**src/shared/chgp_defines.vh**
```
// Constants for the charger serial slave port: bus address, register space,
// identifier locations, word-pair indexes and pin filter timing.
// Assumes a 100 MHz core clock.
`ifndef CHGP_DEFINES_VH
`define CHGP_DEFINES_VH

// Fixed 7-bit slave address.
`define CHGP_SLAVE_ADDR     7'h6b
// Highest register index; the space runs from index zero up to this one.
`define CHGP_REG_LAST       6'h3c
// Number of register slots held in the array.
`define CHGP_REG_COUNT      61
// Index of the read-only maker identifier.
`define CHGP_MAKER_IDX      6'h2e
// Index of the read-only part identifier.
`define CHGP_PART_IDX       6'h2f
// Reset value of every writable register.
`define CHGP_REG_RESET      8'h00
// Low-byte indexes of the two-byte values that update as a pair.
`define CHGP_PAIR_CHG_CUR   6'h02
`define CHGP_PAIR_MAX_VOLT  6'h04
`define CHGP_PAIR_OTG_VOLT  6'h06
`define CHGP_PAIR_IN_VOLT   6'h0a
`define CHGP_PAIR_IIN_DPM   6'h24
// First index of the read-only status block, and its last.
`define CHGP_RO_FIRST       6'h20
`define CHGP_RO_LAST        6'h2f
// Glitch filter: a pin level must hold this long before it is believed.
`define CHGP_FILT_NS        50
`define CHGP_CLK_MHZ        100
`define CHGP_FILT_CYC       ((`CHGP_FILT_NS * `CHGP_CLK_MHZ + 999) / 1000)
// Bits in a byte.
`define CHGP_BYTE_BITS      4'h8

`endif

```
**src/rtl/chgp_serial_port.v**
```verilog
// Two-wire serial slave port of the charge controller: framing, addressing,
// byte shifting, acknowledge, stretching and the register array behind it.
// Assumes the master drives the clock line and both lines have pull-ups.
//
// Notes on behaviour
// - Answer only to address 0x6b.
// - Sixty-one byte registers, indexes 0x00 to 0x3c.
// - Works at 100 and 400 kbit/s.
// - Data pin only pulled low or released.
// - Both lines high and idle means free.
// - Data falling with clock high is START.
// - Data rising with clock high is STOP.
// - Busy from START until STOP.
// - Data changes only while clock is low.
// - Bytes shift most significant bit first.
// - Ninth bit acknowledges each byte.
// - No limit on bytes per transaction.
// - Device may stretch clock after a byte.
// - Release clock once ready again.
// - Word write and word read supported.
// - Readable maker and part identifiers.
// - Transmitter releases data line during acknowledge.
// - First byte is address plus direction.
// - Index advances after each data byte.
// - Word pairs written low first, updated together.
`timescale 1ns/100ps
`include "chgp_defines.vh"

module chgp_serial_port #(
	parameter [7:0] MAKER_ID    = 8'h5a, // Arbitrary value.
	parameter [7:0] PART_ID     = 8'ha5, // Arbitrary value.
	parameter       STRETCH_CYC = 4      // One less than the core cycles the clock is held after a byte.
)(
	// Clock and reset.
	input  wire       mclk,
	input  wire       nrst,
	// Serial clock pin, split into its three signals.
	input  wire       scl_in,
	output reg        scl_out_q,
	output reg        scl_oe_q,
	// Serial data pin, split into its three signals.
	input  wire       sda_in,
	output reg        sda_out_q,
	output reg        sda_oe_q,
	// Device status byte shown in the first read-only register.
	input  wire [7:0] status_byte,
	// Bus busy indication for the rest of the device.
	output reg        bus_busy_q
);

	// Protocol states.
	localparam [2:0] ST_IDLE  = 3'h0; // Waiting for START.
	localparam [2:0] ST_ADDR  = 3'h1; // Receiving address byte.
	localparam [2:0] ST_ACK   = 3'h2; // Device drives acknowledge.
	localparam [2:0] ST_RXB   = 3'h3; // Receiving index or data byte.
	localparam [2:0] ST_TXB   = 3'h4; // Sending a data byte.
	localparam [2:0] ST_MACK  = 3'h5; // Master acknowledges a sent byte.
	localparam [2:0] ST_SKIP  = 3'h6; // Not addressed, or master ended a read; wait for STOP or START.

	wire       scl_f;       // Filtered clock line.
	wire       sda_f;       // Filtered data line.
	reg        scl_prev_q;  // Clock line one cycle ago.
	reg        sda_prev_q;  // Data line one cycle ago.
	reg  [2:0] state_q;     // Protocol state.
	reg  [3:0] bit_cnt_q;   // Bits shifted within the current byte.
	reg  [7:0] shift_q;     // Shift register for both directions.
	reg        read_q;      // Direction of the current transaction.
	reg        have_idx_q;  // Register index already received.
	reg        was_addr_q;  // Byte being acknowledged is the address.
	reg  [5:0] idx_q;       // Current register index.
	reg        wr_en_q;     // One-cycle write strobe to the array.
	reg  [7:0] wr_data_q;   // Byte being written.
	reg  [5:0] wr_idx_q;    // Index being written.
	reg  [3:0] stretch_q;   // Remaining stretch cycles.
	wire [7:0] rd_data;     // Byte at the current index.

	// Clean edges of the two lines.
	wire scl_rise = scl_f & ~scl_prev_q;
	wire scl_fall = ~scl_f & scl_prev_q;
	wire start_c  = scl_f & scl_prev_q & sda_prev_q & ~sda_f;
	wire stop_c   = scl_f & scl_prev_q & ~sda_prev_q & sda_f;

	// Both lines pass the same synchroniser and filter.
	chgp_pin_filter u_scl_filt (
		.mclk    (mclk),
		.nrst    (nrst),
		.pin_in  (scl_in),
		.level_q (scl_f)
	);

	chgp_pin_filter u_sda_filt (
		.mclk    (mclk),
		.nrst    (nrst),
		.pin_in  (sda_in),
		.level_q (sda_f)
	);

	// Register array behind the port.
	chgp_reg_file #(
		.MAKER_ID (MAKER_ID),
		.PART_ID  (PART_ID)
	) u_regs (
		.mclk        (mclk),
		.nrst        (nrst),
		.wr_en       (wr_en_q),
		.wr_idx      (wr_idx_q),
		.wr_data     (wr_data_q),
		.rd_idx      (idx_q),
		.rd_data     (rd_data),
		.status_byte (status_byte)
	);

	// Main protocol engine. Everything is decided on filtered edges of the
	// lines, which keeps the engine correct at both bit rates since one bit
	// lasts hundreds of core cycles even in fast mode.
	always @(posedge mclk)
	begin
		if (!nrst)
		begin
			scl_prev_q <= 1'b1;
			sda_prev_q <= 1'b1;
			state_q    <= ST_IDLE;
			bit_cnt_q  <= 4'h0;
			shift_q    <= 8'h00;
			read_q     <= 1'b0;
			have_idx_q <= 1'b0;
			was_addr_q <= 1'b0;
			idx_q      <= 6'h00;
			wr_en_q    <= 1'b0;
			wr_data_q  <= 8'h00;
			wr_idx_q   <= 6'h00;
			stretch_q  <= 4'h0;
			scl_out_q  <= 1'b0;
			scl_oe_q   <= 1'b0;
			sda_out_q  <= 1'b0;
			sda_oe_q   <= 1'b0;
			bus_busy_q <= 1'b0;
		end
		else
		begin
			scl_prev_q <= scl_f;
			sda_prev_q <= sda_f;
			wr_en_q    <= 1'b0;
			// Pins are only ever pulled low, never driven high.
			scl_out_q  <= 1'b0;
			sda_out_q  <= 1'b0;

			// Release the clock line once the stretch has run out.
			if (stretch_q != 4'h0)
				stretch_q <= stretch_q - 4'h1;
			else
				scl_oe_q <= 1'b0;

			if (start_c)
			begin
				// A START, first or repeated, always begins an address byte.
				state_q    <= ST_ADDR;
				bus_busy_q <= 1'b1;
				bit_cnt_q  <= 4'h0;
				have_idx_q <= 1'b0;
				sda_oe_q   <= 1'b0;
				scl_oe_q   <= 1'b0;
				stretch_q  <= 4'h0;
			end
			else if (stop_c)
			begin
				// STOP frees the bus, returns to idle and lets go of both lines.
				state_q    <= ST_IDLE;
				bus_busy_q <= 1'b0;
				sda_oe_q   <= 1'b0;
				scl_oe_q   <= 1'b0;
				stretch_q  <= 4'h0;
			end
			else
			begin
				case (state_q)
				ST_ADDR, ST_RXB:
				begin
					// Sample on rising clock, MSB first.
					if (scl_rise)
					begin
						shift_q   <= {shift_q[6:0], sda_f};
						bit_cnt_q <= bit_cnt_q + 4'h1;
					end
					else if (scl_fall && bit_cnt_q == `CHGP_BYTE_BITS)
					begin
						bit_cnt_q <= 4'h0;
						if (state_q == ST_ADDR)
						begin
							if (shift_q[7:1] == `CHGP_SLAVE_ADDR)
							begin
								read_q     <= shift_q[0];
								was_addr_q <= 1'b1;
								sda_oe_q   <= 1'b1;
								state_q    <= ST_ACK;
							end
							else
								state_q <= ST_SKIP;
						end
						else
						begin
							was_addr_q <= 1'b0;
							sda_oe_q   <= 1'b1;
							state_q    <= ST_ACK;
							if (!have_idx_q)
							begin
								// First byte after the address is the index.
								idx_q      <= shift_q[5:0];
								have_idx_q <= 1'b1;
							end
							else
							begin
								// Store and step to the next register.
								wr_en_q   <= 1'b1;
								wr_idx_q  <= idx_q;
								wr_data_q <= shift_q;
								idx_q     <= idx_q + 6'h1;
							end
						end
						// Hold the clock low briefly while the byte is handled, but only
						// for a byte we acknowledge: a stranger's transfer is never slowed.
						if (state_q == ST_RXB || shift_q[7:1] == `CHGP_SLAVE_ADDR)
						begin
							scl_oe_q  <= 1'b1;
							stretch_q <= STRETCH_CYC[3:0];
						end
					end
				end
				ST_ACK:
				begin
					// Acknowledge bit ends on the falling clock.
					if (scl_fall)
					begin
						if (was_addr_q && read_q)
						begin
							// Load the first byte for the master to read.
							shift_q  <= rd_data;
							sda_oe_q <= ~rd_data[7];
							state_q  <= ST_TXB;
						end
						else
						begin
							sda_oe_q <= 1'b0;
							state_q  <= ST_RXB;
						end
					end
				end
				ST_TXB:
				begin
					// Count bits on rising edges, change data on falling ones.
					if (scl_rise)
						bit_cnt_q <= bit_cnt_q + 4'h1;
					else if (scl_fall)
					begin
						if (bit_cnt_q == `CHGP_BYTE_BITS)
						begin
							// Release data for the master's acknowledge.
							sda_oe_q  <= 1'b0;
							bit_cnt_q <= 4'h0;
							idx_q     <= idx_q + 6'h1;
							state_q   <= ST_MACK;
						end
						else
						begin
							shift_q  <= {shift_q[6:0], 1'b0};
							sda_oe_q <= ~shift_q[6];
						end
					end
				end
				ST_MACK:
				begin
					// Sample the master's answer; low means send another.
					if (scl_rise)
						shift_q[0] <= sda_f;
					else if (scl_fall)
					begin
						if (!shift_q[0])
						begin
							shift_q  <= rd_data;
							sda_oe_q <= ~rd_data[7];
							state_q  <= ST_TXB;
						end
						else
							state_q <= ST_SKIP;
					end
				end
				ST_SKIP:
				begin
					// Stay off the bus until a new START or a STOP.
					sda_oe_q <= 1'b0;
				end
				default:
				begin
					state_q <= ST_IDLE;
				end
				endcase
			end
		end
	end

endmodule // chgp_serial_port

```
**src/rtl/chgp_pin_filter.v**
```verilog
// Two-flop synchroniser followed by a hold-time glitch filter for one bus line.
// Assumes the pin is asynchronous to mclk and rests high when released.
`timescale 1ns/100ps
`include "chgp_defines.vh"

module chgp_pin_filter #(
	parameter FILT_CYC = `CHGP_FILT_CYC
)(
	// Clock and reset.
	input  wire mclk,
	input  wire nrst,
	// Raw pin level.
	input  wire pin_in,
	// Filtered level.
	output reg  level_q
);

	reg       sync1_q;  // First synchroniser stage, read only by the second.
	reg       sync2_q;  // Second synchroniser stage.
	reg [3:0] cnt_q;    // Cycles the synchronised level has differed.

	// Synchronise, then accept a new level only once it has held long enough.
	always @(posedge mclk)
	begin
		if (!nrst)
		begin
			sync1_q <= 1'b1;
			sync2_q <= 1'b1;
			cnt_q   <= 4'h0;
			level_q <= 1'b1;
		end
		else
		begin
			sync1_q <= pin_in;
			sync2_q <= sync1_q;
			if (sync2_q == level_q)
				cnt_q <= 4'h0;
			else if (cnt_q == FILT_CYC[3:0] - 4'h1)
			begin
				// Level has settled; pass it on.
				level_q <= sync2_q;
				cnt_q   <= 4'h0;
			end
			else
				cnt_q <= cnt_q + 4'h1;
		end
	end

endmodule // chgp_pin_filter

```
**src/rtl/chgp_reg_file.v**
```verilog
// Byte-wide register array with read-only identifiers and a status block.
// Assumes the protocol engine gives one write strobe per received data byte.
`timescale 1ns/100ps
`include "chgp_defines.vh"

module chgp_reg_file #(
	parameter [7:0] MAKER_ID = 8'h5a, // Arbitrary value.
	parameter [7:0] PART_ID  = 8'ha5  // Arbitrary value.
)(
	// Clock and reset.
	input  wire       mclk,
	input  wire       nrst,
	// Write side.
	input  wire       wr_en,
	input  wire [5:0] wr_idx,
	input  wire [7:0] wr_data,
	// Read side.
	input  wire [5:0] rd_idx,
	output wire [7:0] rd_data,
	// Status inputs from the rest of the device for the read-only block.
	input  wire [7:0] status_byte
);

	reg [7:0] mem_q [0:`CHGP_REG_COUNT-1]; // Register storage.
	reg [7:0] pair_lo_q;                   // Held low byte of a pair.
	reg [5:0] pair_idx_q;                  // Index of the held low byte.
	reg       pair_ok_q;                   // A low byte waits for its high byte.
	integer   i;

	// Low-byte index of a two-byte value, or not.
	function is_pair_lo;
		input [5:0] idx;
		begin
			is_pair_lo = (idx == `CHGP_PAIR_CHG_CUR) || (idx == `CHGP_PAIR_MAX_VOLT) ||
				(idx == `CHGP_PAIR_OTG_VOLT) || (idx == `CHGP_PAIR_IN_VOLT) ||
				(idx == `CHGP_PAIR_IIN_DPM);
		end
	endfunction

	// Writable unless outside the space or within the read-only block.
	function is_writable;
		input [5:0] idx;
		begin
			is_writable = (idx <= `CHGP_REG_LAST) &&
				!((idx >= `CHGP_RO_FIRST) && (idx <= `CHGP_RO_LAST));
		end
	endfunction

	// Stores writes; two-byte values land together on the high byte.
	always @(posedge mclk)
	begin
		if (!nrst)
		begin
			for (i = 0; i < `CHGP_REG_COUNT; i = i + 1)
				mem_q[i] <= `CHGP_REG_RESET;
			pair_lo_q  <= 8'h00;
			pair_idx_q <= 6'h00;
			pair_ok_q  <= 1'b0;
		end
		else if (wr_en)
		begin
			if (is_pair_lo(wr_idx))
			begin
				// Hold the low byte until the matching high byte comes.
				pair_lo_q  <= wr_data;
				pair_idx_q <= wr_idx;
				pair_ok_q  <= 1'b1;
			end
			else if (is_pair_lo(wr_idx - 6'h1))
			begin
				// High byte: commit only straight after its own low byte.
				if (pair_ok_q && pair_idx_q == wr_idx - 6'h1 && is_writable(wr_idx))
				begin
					mem_q[pair_idx_q] <= pair_lo_q;
					mem_q[wr_idx]     <= wr_data;
				end
				pair_ok_q <= 1'b0;
			end
			else
			begin
				pair_ok_q <= 1'b0;
				if (is_writable(wr_idx))
					mem_q[wr_idx] <= wr_data;
			end
		end
	end

	// Identifiers are constants; the status byte at index 0x20 comes from the device; unmapped reads zero.
	assign rd_data = (rd_idx == `CHGP_MAKER_IDX) ? MAKER_ID :
		(rd_idx == `CHGP_PART_IDX) ? PART_ID :
		(rd_idx == `CHGP_RO_FIRST) ? status_byte :
		(rd_idx > `CHGP_REG_LAST) ? 8'h00 : mem_q[rd_idx];

endmodule // chgp_reg_file

```
**config.mk**
```make
export PLATFORM = sky130hd
export DESIGN_NAME = chgp_serial_port
export DESIGN_NICKNAME = d
export VERILOG_FILES = /design/src/rtl/chgp_serial_port.v /design/src/rtl/chgp_pin_filter.v /design/src/rtl/chgp_reg_file.v
export VERILOG_INCLUDE_DIRS = /design/src /design/src/shared
export SDC_FILE = /design/constraint.sdc
export NUM_CORES = 1
export LEC_CHECK = 0
export BUFFER_PORTS_ARGS = -buffer_cell sky130_fd_sc_hd__clkbuf_2
export CORE_ASPECT_RATIO = 1.2
export CORE_UTILIZATION = 60
export CTS_CLUSTER_DIAMETER = 120
export DETAILED_ROUTE_END_ITERATION = 8
export PLACE_DENSITY = 0.76
export SETUP_SLACK_MARGIN = 0.05
export SLEW_MARGIN = 20
export SYNTH_ARGS = -nofsm -noshare
export SYNTH_HDL_FRONTEND = slang
export SYNTH_SLANG_ARGS = --single-unit
```
**constraint.sdc**
```tcl
create_clock -name mclk -period 6.22 [get_ports mclk]
set_input_delay 0.933 -clock mclk [delete_from_list [all_inputs] [get_ports mclk]]
set_output_delay 0.933 -clock mclk [all_outputs]
set_load 0.1 [all_outputs]
```
# Yosys cells after proc, flatten, opt, wreduce, memory -nomap -nowiden
# Memory sizes are Yosys's and may differ from the RTL's. A register that Yosys moved wholly into a read port is not among the register bits.
# Cells that the tools add are included.
# totals
register_bits	77
ram_bits	488
inputBits	12
out_inout_bits	5
word_cells	255
n_memories	1
# op_classes
addsub	6
n_lt_le_gt_ge	4
eq_ne	54
muxes	94
bitwise	24
n_reduce_logical	43
# memory_table
memory	depth	width	read_ports	rd_clocked_by_memory_dff	write_ports	line	rtl
u_regs.mem_q	61	8	1	1	61	chgp_reg_file.v:24	reg [7:0] mem_q [0:`CHGP_REG_COUNT-1];
# ops
op	count
$mux 8	15
$mux 6	11
$mux 1	40
$mux 4	10
$mux 3	11
$ne 4x4->1 const B	8
$pmux 8 s4	1
$eq 6x6->1 const B	5
$reduce_and 9->1	3
$ne 2x2->1 const B	13
$eq 6x3->1 const B	4
$reduce_and 10->1	2
$ne 3x3->1 const B	6
$not 1->1	16
$reduce_or 8->1	2
$pmux 3 s5	1
$reduce_and 7->1	2
$add 4x1->4 const B	3
$eq 6x2->1 const B	2
$eq 6x4->1 const B	2
$le 6x6->1 const B	2
$pmux 6 s2	1
$reduce_and 12->1	1
$reduce_and 5->1	2
other kinds (31)	62

# Logic depth before layout (Yosys ltp)
# depth
ltp_word	14
mapped_depth	13
mapped_depth_nobuf	9

# Hierarchy
# From an unflattened synthesis, not the netlist that was laid out.
# unflattened
hier_cells	2124
hier_area_um2	27735.4
# modules_own_cells
mod	instances	cells_each	area_each_um2	seq_area_each_um2
chgp_reg_file	1	1733	24486.0	15675.0
chgp_serial_port	1	339	2716.4	960.9
chgp_pin_filter	2	26	266.5	140.1

# Least setup slack after synthesis
# OpenSTA, ideal clock, no wires.
# synth_timing
path_type	register to register
startpoint	reg wr_idx_q[1]
endpoint	mem u_regs.mem_q[13][0], enable pin
setup_time_ns	0.384
arrival_ns	3.060
required_time_ns	5.836
slack_ns	2.776
stages_incl_launch_ff	12
n_path_buf	2
period_less_slack_ns	3.444
path_cell_list	dfxtp_1 clkbuf_1 inv_1 ha_1 xor2_1 and3b_1 o2111a_1 a21oi_1 a211oi_4 nand2_1 clkbuf_1 o21ai_0
# synth_lines
item	line	rtl
start: declaration	chgp_serial_port.v:73	reg [5:0] wr_idx_q;
start signal: assignment	chgp_serial_port.v:215	wr_idx_q <= idx_q;
end: declaration	chgp_reg_file.v:24	

==> impl_metrics.py <==
metrics = {
    "sta": {
        "finalCriticalPeriod_ns": 4.85,
        "tightest_slew_ns": 1.25,
        "post-route-period-util_pct": 78.0,
        "clock_skew_ns": 0.0159,
        "setup_viol_count_final": 0,
        "slew_viol_final": 0,
        "setup_slack_ns": 1.37,
        "rsz0062_at_grt": "no",
        "relSlewSlack_pct": 16.6,
        "max_freq_ghz": 0.206,
        "finalSetupTns_ns": 0,
        "hold_viol": 0,
    },
    "worst_setup_path": {
        "critPathArrivalTime_ns": 5.10,
        "crit_path_start": "wr_idx_q[0]",
        "required_ns": 6.47,
        "endpoint_kind": "flop",
        "path_class": "flop to flop",
        "worstSetupStartpointType": "flop",
        "crit_fanout": 16,
        "r2r_start": "wr_idx_q[0]",
    },
    "yosys": {
        "synth-edff-count": 512,
        "synth-simple-area-share_pct": 11.5,
        "synth_top_area_share_pct": 55.4,
        "yosysWarnings": 0,
        "synthMuxAreaShare_pct": 13.4,
        "synth-xor-area-share_pct": 0.554,
        "yosys.area_share.adder_pct": 0.811,
        "synthCells": 2069,
        "synth_top_family_by_area": "multiplexers",
        "seq_area_frac_synth_pct": 61.4,
        "syn-cell-area_um2": 27800,
        "synth.most_common_cell": "edfxtp_1",
        "async_flop_share_pct": 0,
        "synth_common_cells": "edfxtp_1 (512), nor2_1 (312), nand2_1 (126), clkbuf_1 (115), mux4_2 (113)",
        "synth-compound-area-share_pct": 8.89,
        "synthFlopType": "edfxtp_1",
        "synthTopCellsByArea": "edfxtp_1 (55%), mux4_2 (9.2%), dfxtp_1 (6.0%), nor2_1 (4.2%), mux2i_1 (3.2%)",
        "ys_types": 85,
        "ys_ff_latch": 595,
        "avgSynthCellArea_um2": 13.4,
        "synth_top_area_cell": "edfxtp_1",
    },
    "cts": {
        "cts_max_level": 2,
        "clk_latency_ns": 0.63,
        "cts_setup_buffers": 0,
        "clk_path_buf_depth": 3,
        "numCtsBuffers": 57,
        "cts_root_buf": "clkbuf_16",
        "clock-sinks": 595,
        "cts_tree": "built",
        "ctsHoldBuffers": 0,
        "clk_pin_slew_worst_paths_ns": 0.06,
        "cts_resized": 0,
    },
    "global_routing": {
        "met3_usage_pct": 6.81,
        "grt_overflow_total": 0,
        "grt_max_degree": 71,
        "busiest_layer": "met2",
        "use_met2_pct": 53.9,
        "antenna_found_initial": 0,
        "grt_pass1_vias": 18200,
        "met1_usage_pct": 40.3,
        "grt_first_pass_wirelength_um": 113000,
        "grt_usage_pct": 33.1,
    },
    "place": {
        "dpl_cell_area_um2": 28500,
        "dp.final_hpwl_um": 50400,
        "gp_congestion": 0.903,
        "dp.cells": 2662,
        "portBuffers": 14,
        "dpl_worst_slack_ns": 1.05,
    },
    "drt": {
        "antenna_left": 0,
        "routed_wl_um": 76100,
        "wl_per_cell_um": 27.5,
        "viasPerCell": 6.63,
        "via_count": 18400,
        "dr.pass1.iters": 8,
        "route.detailed.drc": 0,
        "drt_iter0_drc": 2078,
    },
    "power": {
        "p_sw_mw": 1.95,
        "intPower_mw": 6.60,
        "ir_drop_mv": 0.247,
        "p_leak_nw": 10.0,
        "combPwrFrac_pct": 5.8,
        "power.share.sequential_pct": 54.6,
        "switching_share_pct": 22.8,
        "pwr-share-clk_pct": 39.6,
        "powerDensity_nw_per_um2": 282,
    },
    "final_layout": {
        "nets": 2142,
        "instances_no_fill": 2768,
        "fin_area_um2": 30300,
        "synthToLayoutAreaGrowth_pct": 9.16,
        "num-fill-cells": 3299,
        "layout-drive-gt1-share_pct": 14.5,
        "final_util_pct": 66.9,
        "diodes": 0,
    },
    "floorplan": {
        "die_h_um": 238,
        "core_region_area_um2": 45300,
        "pin_count": 17,
        "start_util_pct": 61.3,
        "die_area_um2": 47100,
        "die_w_um": 198,
        "rows": 85,
    },
    "hold_path": {
        "min_from": "u_sda_filt.sync1_q",
        "hold_class": "flop to flop",
    },
    "outcome": {
        "status": "completed",
    },
    "flow_run": {
        "maxCapViolations": 0,
    },
}
-- stage by stage --
stage	hold WS (ns)	total power, mW
2_1_floorplan	0.386	5.06
3_3_place_gp	0.406	5.20
3_5_place_dp	0.412	5.23
4_1_cts	0.433	8.54
5_1_grt	0.461	8.76
6_report	0.424	8.55
-- state kept, by name (all words and copies together) (netlist names), 3 cells and up, named ones only --
| name | cells |
|---|---|
| shift_q | 8 |
| u_regs.pair_idx_q | 6 |
| u_regs.mem_q | 512 |
| wr_data_q | 8 |
| stretch_q | 4 |
| u_scl_filt.cnt_q | 4 |
| u_regs.pair_lo_q | 8 |
| u_sda_filt.cnt_q | 4 |
| wr_idx_q | 6 |
| bit_cnt_q | 4 |
| idx_q | 6 |
| state_q | 3 |
-- routing by layer --
layer | wire length [um] | part of all wire, %
met5 | 0 | 0
met4 | 5530 | 7.3
met3 | 8130 | 11
met2 | 36700 | 48
met1 | 25800 | 34
-- worst max-delay path: stages, from the launching register on --
cell      delay [ns]
dfxtp_1         0.68
inv_1           0.31
ha_1            0.33
xor2_1          0.23
and3b_1         0.20
o2111a_1        0.25
a21oi_1         0.16
a211oi_4        0.70
nand2_1         0.57
o21ai_0         1.04
-- cells by family (layout without fill, tap and decap cells) --
kind of cell	Yosys count	count (layout)
compound gates	328	328
xor+xnor	16	16
fa+ha+maj	18	18
buf+inv	208	201
flops	595	595
mux	227	227
other cells	1	98
simple gates	676	676
-- power by group through the flow --
stage	Clock [mW]	Combinational (mW)	Sequential [mW]
detailed placement	0	0.485	4.74
global route	3.54	0.537	4.68
global placement	0	0.472	4.73
CTS	3.40	0.488	4.66
floorplan	0	0.378	4.68
finish	3.39	0.499	4.67
-- placed cells by master, fill, tap and decap left out, types with 24 or more instances in the layout --
cell	n
edfxtp_1	512
nand3_1	24
and3_1	45
a32o_1	25
conb_1	98
o2bb2ai_1	27
buf_4	41
and2_1	47
dfxtp_1	80
a2bb2o_1	29
nand2_1	126
mux2_2	25
a21oi_1	64
a221oi_1	25
mux4_2	113
clkbuf_16	59
nor2_1	311
mux2i_1	89
inv_1	35
o21ai_0	46
-- layout make-up --
type | count | area [um2] | area share [%]
Multi-Input combinational cell | 1363 | 10200 | 33.5
Timing Repair Buffer | 56 | 398 | 1.31
Clock inverter | 32 | 233 | 0.768
Clock buffer | 74 | 1560 | 5.16
Sequential cell | 595 | 17000 | 56.2
Inverter | 39 | 146 | 0.483
Tap cell | 609 | 762 | 2.51
-- path summary, 6_finish.rpt --
| kind | end | slack [ns] | cells after the start |
|---|---|---|---|
| worst max-delay path | u_regs.mem_q[54][0] | 1.37 | 9 |
| worst min-delay path | u_sda_filt.sync2_q | 0.42 | 1 |
| worst max register to register | u_regs.mem_q[54][0] | 1.37 | 9 |
| worst min register to register | u_sda_filt.sync2_q | 0.42 | 1 |
(Power assumes the default switching activity.)
